`src/core/relay_select_defs.svh`:
```
// Purpose: offsets, field positions, reset values and limits for the relay source selector
// Assumes: frequencies in units of 0.1 Hz, 16 bits wide
// Notes:   registers are 32-bit words at byte offsets that are multiples of four
`ifndef RELAY_SELECT_DEFS_SVH
`define RELAY_SELECT_DEFS_SVH

// ==========================================================================
// register byte offsets
`define OFS_CTRL        8'h00
`define OFS_LEVEL       8'h04
`define OFS_BANDWIDTH   8'h08
`define OFS_MAX_FREQ    8'h0C
`define OFS_STATE       8'h10
`define OFS_IRQ_STATUS  8'h14
`define OFS_IRQ_CLEAR   8'h18
`define OFS_IRQ_ENABLE  8'h1C

// ==========================================================================
// field positions
`define CTRL_SEL_LSB    0
`define CTRL_SEL_MSB    4
`define CTRL_MASK_LSB   8
`define CTRL_MASK_MSB   10
`define MASK_DC_LOW     0
`define MASK_OTHER_TRIP 1
`define MASK_RESTART    2
`define IRQ_RELAY_ON    0
`define IRQ_RELAY_OFF   1
`define IRQ_REJECT      2
`define IRQ_BITS        3
`define STATE_RELAY     31

// ==========================================================================
// reset values and limits
`define SEL_MAX         5'h11
`define SEL_RESET       5'h11
`define MASK_RESET      3'h2
`define LEVEL_RESET     16'h012C
`define BANDWIDTH_RESET 16'h0064
`define MAX_FREQ_RESET  16'h0258
`define FREQ_CEILING    16'h07D0

`endif

```
`src/core/relay_select_pkg.sv`:
```
// Purpose: types shared by the relay source selector and its frequency detector
// Assumes: nothing beyond the defs header
// Notes:   enum order follows the source codes 0 to 17
`default_nettype none

package relay_select_pkg;

    typedef logic [15:0] freq_t;
    typedef logic [2:0]  fault_mask_t;

    typedef enum logic [4:0] {
        src_freq_match_window,
        src_freq_level_match,
        src_run_near_level,
        src_run_above_level,
        src_run_above_level_inverted,
        src_unassigned_5,
        src_drive_overload,
        src_stall_hold,
        src_dc_high_trip,
        src_dc_low_trip,
        src_heatsink_hot,
        src_command_lost,
        src_during_run,
        src_during_stop,
        src_constant_run,
        src_unassigned_15,
        src_wait_run,
        src_fault_output
    } source_e;

endpackage

`default_nettype wire

```
`src/core/freq_detect_if.sv`:
```
// Purpose: carries frequencies and detector results between selector and detector
// Assumes: single clock domain, purely combinational detector
// Notes:   flags bit n is source code n for n = 0 to 4
`default_nettype none

interface freq_detect_if;
    import relay_select_pkg::*;

    freq_t      cmd_freq;
    freq_t      run_freq;
    freq_t      level;
    freq_t      bandwidth;
    logic       accelerating;
    logic       decelerating;
    logic [4:0] flags;

    modport selector (output cmd_freq, run_freq, level, bandwidth, accelerating, decelerating,
                      input flags);
    modport detector (input cmd_freq, run_freq, level, bandwidth, accelerating, decelerating,
                      output flags);
endinterface

`default_nettype wire

```
`src/core/drive_status_relay_select.sv`:
```
// Purpose: picks one internal drive condition and drives the output relay with it
// Assumes: all inputs synchronous to mclk; protective logic supplies the trip flags
// Notes:   register port answers reads one cycle later; one level interrupt output
//
// Implementation choices: strobed register access and the register offsets.
`include "relay_select_defs.svh"
`default_nettype none

// Behaviour
// relay follows exactly one source chosen by select code 0 to 17, default 17
// code 17 follows fault mask: bit0 DC low, bit1 other trips, bit2 restart set
// fault mask takes 0 to 7 and resets to 2, other trips only
// code 0 while command and output frequency differ by at most half bandwidth
// level and bandwidth 0 to 200 Hz, default 30 and 10, not above max frequency
// code 1 when command equals detect level and code 0 holds
// code 2 while detect level and run frequency differ by at most half bandwidth
// code 3 at or above level accelerating, above level minus half bandwidth decelerating
// code 4 is the inverse of code 3, a normally closed contact
// code 8 on DC bus high trip above 400 volts
// code 9 on DC bus low trip below 200 volts
// code 10 while heatsink overheat is flagged
// code 11 when the analogue or serial frequency command is lost
// code 12 while run command present and output voltage applied
// code 13 while stopped with no run command
// code 14 while running at constant speed
// code 16 while waiting for a run command from external sequence
// selected source re-evaluated every cycle and registered onto relay output
// codes 6 and 7 pass overload and stall hold; codes 5 and 15 keep relay off
module drive_status_relay_select
    import relay_select_pkg::*;
(
    input  wire logic        mclk,
    input  wire logic        rst,
    // register port
    input  wire logic [7:0]  addr,
    input  wire logic [31:0] wdata,
    input  wire logic        wr,
    input  wire logic        rd,
    output logic      [31:0] rdata,
    // frequencies and run state
    input  wire logic [15:0] cmd_freq,
    input  wire logic [15:0] out_freq,
    input  wire logic        accelerating,
    input  wire logic        decelerating,
    input  wire logic        run_cmd,
    input  wire logic        output_active,
    input  wire logic        wait_run,
    // protective flags
    input  wire logic        trip_dc_high,
    input  wire logic        trip_dc_low,
    input  wire logic        trip_other,
    input  wire logic        restart_count_set,
    input  wire logic        heatsink_hot,
    input  wire logic        drive_overload,
    input  wire logic        stall_hold,
    input  wire logic        command_lost,
    // outputs
    output logic             relay_drive,
    output logic             irq
);

    // ======================================================================
    // configuration state
    logic [4:0]           output_source_select;
    fault_mask_t          fault_relay_mask;
    freq_t                detect_level_freq;
    freq_t                detect_bandwidth;
    freq_t                max_frequency_limit;
    logic [`IRQ_BITS-1:0] irq_status;
    logic [`IRQ_BITS-1:0] irq_enable;

    // ======================================================================
    // register decode
    wire wr_ctrl   = wr && (addr == `OFS_CTRL);
    wire wr_level  = wr && (addr == `OFS_LEVEL);
    wire wr_bw     = wr && (addr == `OFS_BANDWIDTH);
    wire wr_maxf   = wr && (addr == `OFS_MAX_FREQ);
    wire wr_iclr   = wr && (addr == `OFS_IRQ_CLEAR);
    wire wr_ien    = wr && (addr == `OFS_IRQ_ENABLE);

    wire [4:0]  wr_sel   = wdata[`CTRL_SEL_MSB:`CTRL_SEL_LSB];
    wire [2:0]  wr_mask  = wdata[`CTRL_MASK_MSB:`CTRL_MASK_LSB];
    wire freq_t wr_freq  = wdata[15:0];
    wire        wr_hi_zero = (wdata[31:16] == 16'h0000);

    // ======================================================================
    // write acceptance
    // an out-of-range value leaves the old setting in place; a control write with a bad select still loads the mask
    wire sel_ok   = (wr_sel <= `SEL_MAX);
    wire freq_ok  = wr_hi_zero && (wr_freq <= `FREQ_CEILING)
                    && (wr_freq <= max_frequency_limit);
    wire maxf_ok  = wr_hi_zero && (wr_freq <= `FREQ_CEILING);

    wire reject   = (wr_ctrl && !sel_ok)
                    || ((wr_level || wr_bw) && !freq_ok)
                    || (wr_maxf && !maxf_ok);

    wire [4:0]  next_sel   = (wr_ctrl && sel_ok) ? wr_sel : output_source_select;
    // the mask field is three bits, so every value 0 to 7 is legal
    wire [2:0]  next_mask  = wr_ctrl ? wr_mask : fault_relay_mask;
    wire freq_t next_level = (wr_level && freq_ok) ? wr_freq : detect_level_freq;
    wire freq_t next_bw    = (wr_bw && freq_ok) ? wr_freq : detect_bandwidth;
    wire freq_t next_maxf  = (wr_maxf && maxf_ok) ? wr_freq : max_frequency_limit;

    always_ff @(posedge mclk) begin
        if (rst) begin
            output_source_select <= `SEL_RESET;
            fault_relay_mask     <= `MASK_RESET;
            detect_level_freq    <= `LEVEL_RESET;
            detect_bandwidth     <= `BANDWIDTH_RESET;
            max_frequency_limit  <= `MAX_FREQ_RESET;
        end else begin
            output_source_select <= next_sel;
            fault_relay_mask     <= next_mask;
            detect_level_freq    <= next_level;
            detect_bandwidth     <= next_bw;
            max_frequency_limit  <= next_maxf;
        end
    end

    // ======================================================================
    // frequency detection
    freq_detect_if fd_bus ();

    assign fd_bus.cmd_freq     = cmd_freq;
    assign fd_bus.run_freq     = out_freq;
    assign fd_bus.level        = detect_level_freq;
    assign fd_bus.bandwidth    = detect_bandwidth;
    assign fd_bus.accelerating = accelerating;
    assign fd_bus.decelerating = decelerating;

    freq_detect u_freq_detect (
        .fd (fd_bus.detector)
    );

    // ======================================================================
    // source vector, bit n is source code n
    wire fault_output = (fault_relay_mask[`MASK_DC_LOW]     && trip_dc_low)
                      || (fault_relay_mask[`MASK_OTHER_TRIP] && trip_other)
                      || (fault_relay_mask[`MASK_RESTART]    && restart_count_set);

    wire [17:0] src_vec;

    assign src_vec[src_freq_match_window]        = fd_bus.flags[0];
    assign src_vec[src_freq_level_match]         = fd_bus.flags[1];
    assign src_vec[src_run_near_level]           = fd_bus.flags[2];
    assign src_vec[src_run_above_level]          = fd_bus.flags[3];
    assign src_vec[src_run_above_level_inverted] = fd_bus.flags[4];
    assign src_vec[src_unassigned_5]             = 1'b0;
    assign src_vec[src_drive_overload]           = drive_overload;
    assign src_vec[src_stall_hold]               = stall_hold;
    assign src_vec[src_dc_high_trip]             = trip_dc_high;
    assign src_vec[src_dc_low_trip]              = trip_dc_low;
    assign src_vec[src_heatsink_hot]             = heatsink_hot;
    assign src_vec[src_command_lost]             = command_lost;
    assign src_vec[src_during_run]               = run_cmd && output_active;
    assign src_vec[src_during_stop]              = !run_cmd && !output_active;
    // constant speed means the drive is out and neither ramp is active
    assign src_vec[src_constant_run]             = output_active && !accelerating
                                                   && !decelerating;
    assign src_vec[src_unassigned_15]            = 1'b0;
    assign src_vec[src_wait_run]                 = wait_run;
    assign src_vec[src_fault_output]             = fault_output;

    // ======================================================================
    // relay drive
    // the select register never holds a code above 17, so the index is safe
    wire next_relay = src_vec[output_source_select];

    always_ff @(posedge mclk) begin
        if (rst) begin
            relay_drive <= 1'b0;
        end else begin
            relay_drive <= next_relay;
        end
    end

    // ======================================================================
    // interrupts
    // events are edges of the registered relay and rejected writes
    logic relay_prev;

    wire [`IRQ_BITS-1:0] irq_events;

    assign irq_events[`IRQ_RELAY_ON]  = relay_drive && !relay_prev;
    assign irq_events[`IRQ_RELAY_OFF] = !relay_drive && relay_prev;
    assign irq_events[`IRQ_REJECT]    = reject;

    wire [`IRQ_BITS-1:0] clr_bits = wr_iclr ? wdata[`IRQ_BITS-1:0] : '0;
    // a new event in the clearing cycle survives the clear
    wire [`IRQ_BITS-1:0] next_irq_status = (irq_status & ~clr_bits) | irq_events;
    wire [`IRQ_BITS-1:0] next_irq_enable = wr_ien ? wdata[`IRQ_BITS-1:0] : irq_enable;
    wire                 next_irq        = |(next_irq_status & next_irq_enable);

    always_ff @(posedge mclk) begin
        if (rst) begin
            relay_prev <= 1'b0;
            irq_status <= '0;
            irq_enable <= '0;
            irq        <= 1'b0;
        end else begin
            relay_prev <= relay_drive;
            irq_status <= next_irq_status;
            irq_enable <= next_irq_enable;
            irq        <= next_irq;
        end
    end

    // ======================================================================
    // read back
    wire [31:0] ctrl_word  = {21'h000000, fault_relay_mask, 3'h0, output_source_select};
    wire [31:0] state_word = {relay_drive, 13'h0000, src_vec};

    logic [31:0] rd_mux;

    always_comb begin
        rd_mux = 32'h00000000;
        unique case (addr)
            `OFS_CTRL:       rd_mux = ctrl_word;
            `OFS_LEVEL:      rd_mux = {16'h0000, detect_level_freq};
            `OFS_BANDWIDTH:  rd_mux = {16'h0000, detect_bandwidth};
            `OFS_MAX_FREQ:   rd_mux = {16'h0000, max_frequency_limit};
            `OFS_STATE:      rd_mux = state_word;
            `OFS_IRQ_STATUS: rd_mux = {29'h00000000, irq_status};
            `OFS_IRQ_ENABLE: rd_mux = {29'h00000000, irq_enable};
            // clear register is write-only and unmapped addresses read zero
            default:         rd_mux = 32'h00000000;
        endcase
    end

    // data stand only in the cycle after the strobe
    wire [31:0] next_rdata = rd ? rd_mux : 32'h00000000;

    always_ff @(posedge mclk) begin
        if (rst) begin
            rdata <= 32'h00000000;
        end else begin
            rdata <= next_rdata;
        end
    end

endmodule

`default_nettype wire

```
`src/core/freq_detect.sv`:
```
// Purpose: the five frequency detection comparators
// Assumes: all frequencies share one unit
// Notes:   half bandwidth truncates toward zero in the frequency unit
`default_nettype none

module freq_detect
    import relay_select_pkg::*;
(
    freq_detect_if.detector fd
);

    // ======================================================================
    // arithmetic
    function automatic freq_t abs_diff(input freq_t a, input freq_t b);
        abs_diff = (a >= b) ? a - b : b - a;
    endfunction

    wire freq_t half_bw      = fd.bandwidth >> 1;
    wire freq_t cmd_out_gap  = abs_diff(fd.cmd_freq, fd.run_freq);
    wire freq_t lvl_run_gap  = abs_diff(fd.level, fd.run_freq);
    // floor at zero so a narrow level never wraps the lower threshold
    wire freq_t decel_thresh = (fd.level > half_bw) ? fd.level - half_bw : 16'h0000;

    // ======================================================================
    // comparators
    wire match_window = (cmd_out_gap <= half_bw);
    wire level_match  = (fd.cmd_freq == fd.level) && match_window;
    wire near_level   = (lvl_run_gap <= half_bw);
    // outside deceleration the plain level compare applies, constant run included
    wire above_level  = fd.decelerating ? (fd.run_freq > decel_thresh)
                                        : (fd.run_freq >= fd.level);

    assign fd.flags = {~above_level, above_level, near_level, level_match, match_window};

endmodule

`default_nettype wire

```
`config.mk`:
```
export PLATFORM = sky130hd
export DESIGN_NAME = drive_status_relay_select
export DESIGN_NICKNAME = d
export VERILOG_FILES = /design/src/core/relay_select_pkg.sv /design/src/core/freq_detect_if.sv /design/src/core/drive_status_relay_select.sv /design/src/core/freq_detect.sv
export VERILOG_INCLUDE_DIRS = /design/src /design/src/core
export SDC_FILE = /design/constraint.sdc
export NUM_CORES = 1
export LEC_CHECK = 0
export ABC_AREA = 1
export BUFFER_PORTS_ARGS = -buffer_cell sky130_fd_sc_hd__buf_2
export CAP_MARGIN = 30
export CORE_UTILIZATION = 55
export CTS_CLUSTER_DIAMETER = 30
export DETAILED_ROUTE_END_ITERATION = 16
export GPL_TIMING_DRIVEN = 0
export PLACE_DENSITY = 0.77
export SETUP_SLACK_MARGIN = 0.4
export SLEW_MARGIN = 20
export SYNTH_ARGS = -nofsm -noshare
export SYNTH_HDL_FRONTEND = slang
export SYNTH_SLANG_ARGS = --single-unit
export TNS_END_PERCENT = 20
```
`constraint.sdc`:
```
create_clock -name mclk -period 9.6 [get_ports mclk]
set_input_delay 0.96 -clock mclk [delete_from_list [all_inputs] [get_ports mclk]]
set_output_delay 0.96 -clock mclk [all_outputs]
set_load 0.05 [all_outputs]
```
==> results of run 1 <==
## stage by stage
step / instance area [um2] / hold WS (ps) / cells / utilization
2_1_floorplan: 9190 / 430 / 1379 / -
3_3_place_gp: 10000 / 444 / 1703 / 0.623
3_5_place_dp: 10000 / 448 / 1703 / 0.623
4_1_cts: 10300 / 472 / 1719 / 0.642
5_1_grt: 10300 / 500 / 1719 / 0.642
6_report: 10300 / 475 / 1719 / 0.642
## sequential cells by signal, summed over array words and instances (netlist names)
signal and cells:
detect_level_freq 16, detect_bandwidth 16, irq_status 3, max_frequency_limit 16
rdata 19, fault_relay_mask 3, irq 1, irq_enable 3
output_source_select 5, relay_drive 1, relay_prev 1
## Yosys cell counts, types with 14 or more instances
cell type	n
inv_1	217
a21oi_1	128
o22ai_1	15
nor3_1	40
xor2_1	28
nand2_1	274
o21ai_0	68
nor2_1	82
clkbuf_1	14
buf_4	14
o211ai_1	17
ha_1	140
dfxtp_1	84
nand3_1	46
## worst max-delay path: cells and delay by family
kind	cells	cell delay (ps)
AOI/OAI and AO/OA	6	1350
buffers and inverters	6	550
adders and majority gates	2	660
xor gates and xnor gates	1	180
and+or+nand+nor	16	1480
## power by group through the flow
| stage | Combinational [mW] | Clock [mW] | Sequential, mW |
|---|---|---|---|
| floorplan | 0.219 | 0 | 0.359 |
| global route | 0.369 | 0.372 | 0.350 |
| finish | 0.332 | 0.354 | 0.350 |
| global placement | 0.319 | 0 | 0.358 |
| detailed placement | 0.323 | 0 | 0.358 |
| CTS | 0.326 | 0.356 | 0.350 |
## worst min-delay path by stage
stage               depth (start not counted)  slack [ps]               startpoint                      end
floorplan                                   2         430      detect_bandwidth[0]      detect_bandwidth[0]
global placement                            2         440      detect_bandwidth[0]      detect_bandwidth[0]
detailed placement                          2         450      detect_bandwidth[0]      detect_bandwidth[0]
CTS                                         2         470  max_frequency_limit[13]  max_frequency_limit[13]
global route                                2         500   max_frequency_limit[0]   max_frequency_limit[0]
finish                                      2         470  max_frequency_limit[13]  max_frequency_limit[13]
## cell type report
cell class              count  area [um2]  share of cell area
inverters                 232         872              0.0846
plain buffers              39         225              0.0219
well taps                 216         270              0.0262
multi-input cells        1024        6410               0.622
repair buffers            108         541              0.0525
flip-flops and latches     84        1680               0.163
clock buffers              12         256              0.0249
clock inverters             4        47.5             0.00461
## layer usage
metal / up-vias / global-route usage / part of all wire
met4: 2 / 0.0473 / 0.012
met2: 459 / 0.536 / 0.43
li1: 4831 / - / -
met5: - / 0.0265 / 0.0019
met3: 44 / 0.0741 / 0.092
met1: 4373 / 0.506 / 0.47
## placed cells by master (no fill, tap or decap), drive strengths merged, types with 2 or more instances in the layout
cell	count
xnor2	10
nor2	89
a221oi	10
fa	5
inv	230
dfxtp	84
a21oi	133
o31ai	4
mux2i	2
nand4	13
o211ai	17
o21a	4
o311ai	2
o21bai	13
a211oi	12
a31o	2
a31oi	9
clkinv	4
o221ai	8
a21boi	5
o2111ai	2
or2	7
buf	133
nand2	281
o21ai	81
nand3	51
a2111oi	3
o22ai	15
conb	13
nor4	7
clkbuf	26
nor3	41
a21o	11
xor2	28
ha	140
## logic make-up (layout without fill, tap and decap cells)
family,after synthesis,count (layout),synth area share
buffers and inverters,271,395,0.120
adder cells (fa/ha/maj),145,145,0.203
AO/OA/AOI/OAI,334,334,0.221
other,1,13,0.000410
multiplexers,2,2,0.00219
AND/OR/NAND/NOR,492,492,0.233
flip-flops,84,84,0.184
XOR/XNOR,38,38,0.0364
==> impl_metrics.json, run 1 <==
{
  "min_period_over_period": 0.527,
  "place.port_buffers": 108,
  "syn_inst": 1367,
  "synth_top_area_frac": 0.192,
  "endpoint_kind": "register",
  "post_cts_resized": 0,
  "timing.final.hold_violations": 0,
  "setup_ws_ps": 4550,
  "drtIter0Drc": 1293,
  "cts_buffers": 9,
  "place_ws_ps": 4260,
  "grt_usage": 0.349,
  "hp-class": "register to register",
  "vias": 9709,
  "clk_pin_slew_ps": 60,
  "fin_nets": 1732,
  "power_frac_seq": 0.338,
  "drv_cap": 0,
  "cpMostUsedCell": "nand2_1",
  "place_hpwl_um": 24900,
  "drive_above_1_share": 0.133,
  "yosys.area.top_type": "ha_1",
  "p_per_area_mw_per_mm2": 101,
  "critPathCapture": "relay_drive",
  "cpMaxStageDelayCell": "ha_1",
  "grt_pass1_vias": 8472,
  "synth_area_mm2": 0.00914,
  "critPathLaunchType": "primary input",
  "overflow": 0,
  "clock_path_buffers": 2,
  "dominantRegCellSynth": "dfxtp_1",
  "fin_crit_ps": 5050,
  "rows": 46,
  "ys_warn_count": 0,
  "slowest_delay_ps": 370,
  "switching_share": 0.343,
  "arrival_ps": 5240,
  "drt_wl_total_um": 29600,
  "synth_edf_count": 0,
  "cts_setup_buffers": 0,
  "grt_max_degree": 14,
  "diodes": 0,
  "cp_max_fo": 10,
  "clockPowerShare": 0.342,
  "holdBufCountCts": 0,
  "ctsRootBufferMaster": "clkbuf_16",
  "start_util": 0.569,
  "cp-startpoint": "cmd_freq[7]",
  "fin_tns_setup_ps": 0,
  "p_sw_mw": 0.355,
  "drv_slew": 0,
  "globalplace.congestion": 0.979,
  "ys_seq_area_frac": 0.184,
  "ios": 123,
  "setup_viol": 0,
  "antenna_found_initial": 0,
  "drc_errors": 0,
  "r2r_start": "detect_bandwidth[15]",
  "ys_async_sr_fraction": 0,
  "fillerInstances": 1558,
  "die_w_um": 131,
  "core_mm2": 0.0161,
  "synth_cell_types": 59,
  "vdd_drop_max_mv": 0.100,
  "grt_pass1_wl_um": 45100,
  "detail_route.wl_per_cell_um": 17.2,
  "syn_area_per_cell_um2": 6.69,
  "p_leak_nw": 5.37,
  "path_class": "primary input to register",
  "syn2layout_area_growth_pct": 12.7,
  "cts_sinks": 84,
  "intPower_mw": 0.681,
  "ant_nets": 0,
  "slew_headroom": 0.339,
  "r2r-end": "relay_drive",
  "finalPower_mw": 1.04,
  "rr_worst_depth": 27,
  "fmax_mhz": 198,
  "fin_skew_ps": 6.19,
  "p_comb_frac": 0.320,
  "ys_ff_latch": 84,
  "cp.required_ps": 9780,
  "dr.pass1.iters": 7,
  "viasPerCell": 5.65,
  "synthTopCellsByArea": "ha_1, dfxtp_1, nand2_1",
  "clk_latency_ps": 340,
  "cts_tree": "yes",
  "grt_setup_unrepaired": "no",
  "worst_slew_pin_slew_ps": 990,
  "rrSetupSlack_ps": 4770,
  "htree_levels": 3,
  "status": "finished, final reports clean",
  "die_area_mm2": 0.0171,
  "fp.dieH_um": 131
}
Note: power is estimated with default switching activity, not from simulation.
==> run 2, diff against run 1 <==
ABC_AREA = 0   (was 1)
CORE_UTILIZATION = 54   (was 55)
PLACE_DENSITY = 0.79   (was 0.77)
clock period = 4.1 ns   (was 9.6 ns; I/O delays follow)
==> run 2 against run 1 <==
  * The run now ends with negative setup slack left
  * Sequential share of layout area about the same
  * Cell count down 13%
  * Worst setup slack worse by 5200 ps
  * Wire length down 5.4%
  * Flip-flop and latch count unchanged
  * First-iteration DRC count down 28%
  * Synthesized cell count down 17%
  * Clock power up 110%
  * Non-clock buffer count up 34
  * Sequential power up 130%
  * Utilization up 0.66 points
  * Critical path type is now register to register
==> impl_metrics.json, run 2 <==
{
  "die_w_um": 130,
  "grt_max_degree": 16,
  "violations": "negative setup slack",
  "syn_inst": 1128,
  "arrival_ps": 4930,
  "start_util": 0.556,
  "syn_area_per_cell_um2": 7.89,
  "detail_route.wl_per_cell_um": 18.7,
  "setup_viol": 6,
  "synth-xor-area-share": 0.0551,
  "ys_seq_area_frac": 0.189,
  "ctsRootBufferMaster": "clkbuf_16",
  "fin_nets": 1507,
  "min_period_over_period": 1.15,
  "cts_tree": "yes",
  "synth_top_area_frac": 0.197,
  "worst_slew_pin_slew_ps": 887,
  "synth_simple_gate_area_frac": 0.183,
  "clk_latency_ps": 340,
  "holdBufCountCts": 0,
  "path_class": "register to register",
  "drv_slew": 0,
  "synth_compound_area_frac": 0.229,
  "ys_ff_latch": 84,
  "ant_nets": 0,
  "rows": 46,
  "dominantRegCellSynth": "dfxtp_1",
  "cp_max_fo": 8,
  "synthTopCellsByArea": "ha_1, dfxtp_1, a21oi_1",
  "slew_headroom": 0.406,
  "final_common_cell": "ha_1",
  "place_hpwl_um": 22500,
  "p_per_area_mw_per_mm2": 224,
  "drtIter0Drc": 937,
  "die_area_mm2": 0.0170,
  "synth_common_cells": "ha_1, inv_1, nor2_1",
  "cpMaxStageDelayCell": "or4_4",
  "ios": 123,
  "crit_chain": "inv_2 > ha_1 > inv_1 > fa_2 > a21o_1 > a21oi_2 > nand2b_4 > o2bb2ai_4 > o2111ai_2 > a31oi_1 > nor2b_1 > o31a_1 > clkbuf_8 > nand2_1 > ha_2 > o2111ai_1 > nand4b_1 > a21oi_2 > or3_4 > a211oi_4 > or4_4 > nand2_1 > a31oi_2",
  "clk_pin_slew_ps": 60,
  "diodes": 0,
  "synthMuxAreaShare": 0.0597,
  "cts_sinks": 84,
  "ys_warn_count": 0,
  "timing.final.hold_violations": 0,
  "endpoint_kind": "register",
  "synth_cell_types": 73,
  "yosysMostFrequentCell": "ha_1",
  "drive_above_1_share": 0.184,
  "htree_levels": 3,
  "drv_cap": 0,
  "critPathLaunchType": "register",
  "vias": 9107,
  "p_leak_nw": 4.75,
  "syn2layout_area_growth_pct": 16.5,
  "final_cell_mix": "ha_1, buf_2, inv_1, nand2_1, nor2_1",
  "setup_ws_ps": -623,
  "yosys.area_share.adder": 0.208,
  "clock_path_buffers": 2,
  "fin_hold_ws_ps": 341,
  "synth_top_family_by_area": "compound AO/OA/AOI/OAI gates",
  "synth_edf_count": 0,
  "top_register": "rdata",
  "slowest_delay_ps": 580,
  "fin_skew_ps": 6.46,
  "globalplace.congestion": 0.954,
  "yosys.area.top_type": "ha_1",
  "drc_errors": 0,
  "grt_pass1_wl_um": 43000,
  "antenna_found_initial": 1,
  "fp.dieH_um": 130,
  "hp-class": "primary input to register",
  "largest_register_ffs": 19,
  "core_mm2": 0.0160,
  "place.port_buffers": 109,
  "viasPerCell": 6.10,
  "fin_crit_ps": 4720,
  "vdd_drop_max_mv": 0.211,
  "rrSetupSlack_ps": -620,
  "grt_setup_unrepaired": "yes",
  "finalPower_mw": 2.32,
  "status": "finished with violations",
  "synth_area_mm2": 0.00890,
  "ys_async_sr_fraction": 0,
  "grt_usage": 0.330,
  "drt_wl_total_um": 28000,
  "cts_buffers": 9,
  "grt_pass1_vias": 8174,
  "overflow": 0,
  "fmax_mhz": 212,
  "cp.required_ps": 4310,
  "dr.pass1.iters": 6
}
-- run 2: changes by cell type in the layout (fill, tap and decap cells not counted), moves of 16 or more --
cell and delta:
nor2b_1 +22, a21oi_1 -46, mux2i_1 +40, a22oi_1 +21, a21o_1 +16, o21ai_0 -28
nand2_1 -188, inv_1 -124
-- run 2: final cells by class --
type | count | area, um2
Fill cell | 1468 | 5630
Timing Repair Buffer | 122 | 649
Tap cell | 216 | 270
Clock inverter | 6 | 48.8
Multi-Input combinational cell | 902 | 6790
Inverter | 95 | 357
Clock buffer | 10 | 229
Sequential cell | 84 | 1690
Buffer | 59 | 339
-- run 2: critical path: cells and delay by family, from the launching register on --
| kind | cells | cell delay, ps |
|---|---|---|
| compound gates | 10 | 1690 |
| simple gates | 7 | 1320 |
| flops | 1 | 360 |
| buf+inv | 3 | 350 |
| fa+ha+maj | 3 | 810 |
-- run 2: kinds of logic (layout without fill, tap and decap cells) --
logic type	count (synthesis)	count (layout)
fa+ha+maj	145	145
compound gates	300	300
flops	84	84
xor+xnor	56	56
mux	51	51
other cells	1	13
buf+inv	154	292
simple gates	337	337
-- run 2: final timing paths --
check	startpoint	endpoint	cells after the start
worst max register to register	detect_level_freq[0]	rdata[3]	23
worst min-delay path	heatsink_hot	rdata[10]	3
worst max-delay path	detect_level_freq[0]	rdata[3]	23
worst min register to register	fault_relay_mask[2]	fault_relay_mask[2]	2
-- run 2: timing repair --
| action | in CTS | in global routing |
|---|---|---|
| setup buffers | 9 | 3 |
| gates cloned | 1 | 0 |
| pin swaps | 9 | 20 |
| gates resized for setup | 17 | 29 |
| endpoints found under the hold margin | 0 | 0 |
| setup endpoints to repair | 6 | 6 |
-- run 2: where the power goes --
part | total (mW) | internal (mW) | switching (mW) | leakage, nW
sequential | 0.819 | 0.817 | 0.00151 | 0.679
combinational | 0.753 | 0.300 | 0.454 | 3.94
clock | 0.750 | 0.414 | 0.336 | 0.125
total | 2.32 | 1.53 | 0.791 | 4.75
-- run 2: routing by layer --
metal,part of all wire,GRT usage,up-vias
met5,0.00029,0,-
met4,0.016,0.0710,2
met3,0.095,0.0680,61
met2,0.44,0.514,450
met1,0.45,0.466,4250
li1,-,-,4344
-- run 2: metrics by stage --
step	area, um2	instances	worst slack (ps)	utilization	TNS [ps]
CTS	10200	1491	-533	0.640	-2910
global placement	9810	1465	-937	0.613	-4940
global route	10400	1494	-762	0.648	-3760
floorplan	9000	1140	-56.2	-	-89.0
finish	10400	1494	-623	0.648	-2780
detailed placement	9820	1465	-942	0.614	-5090
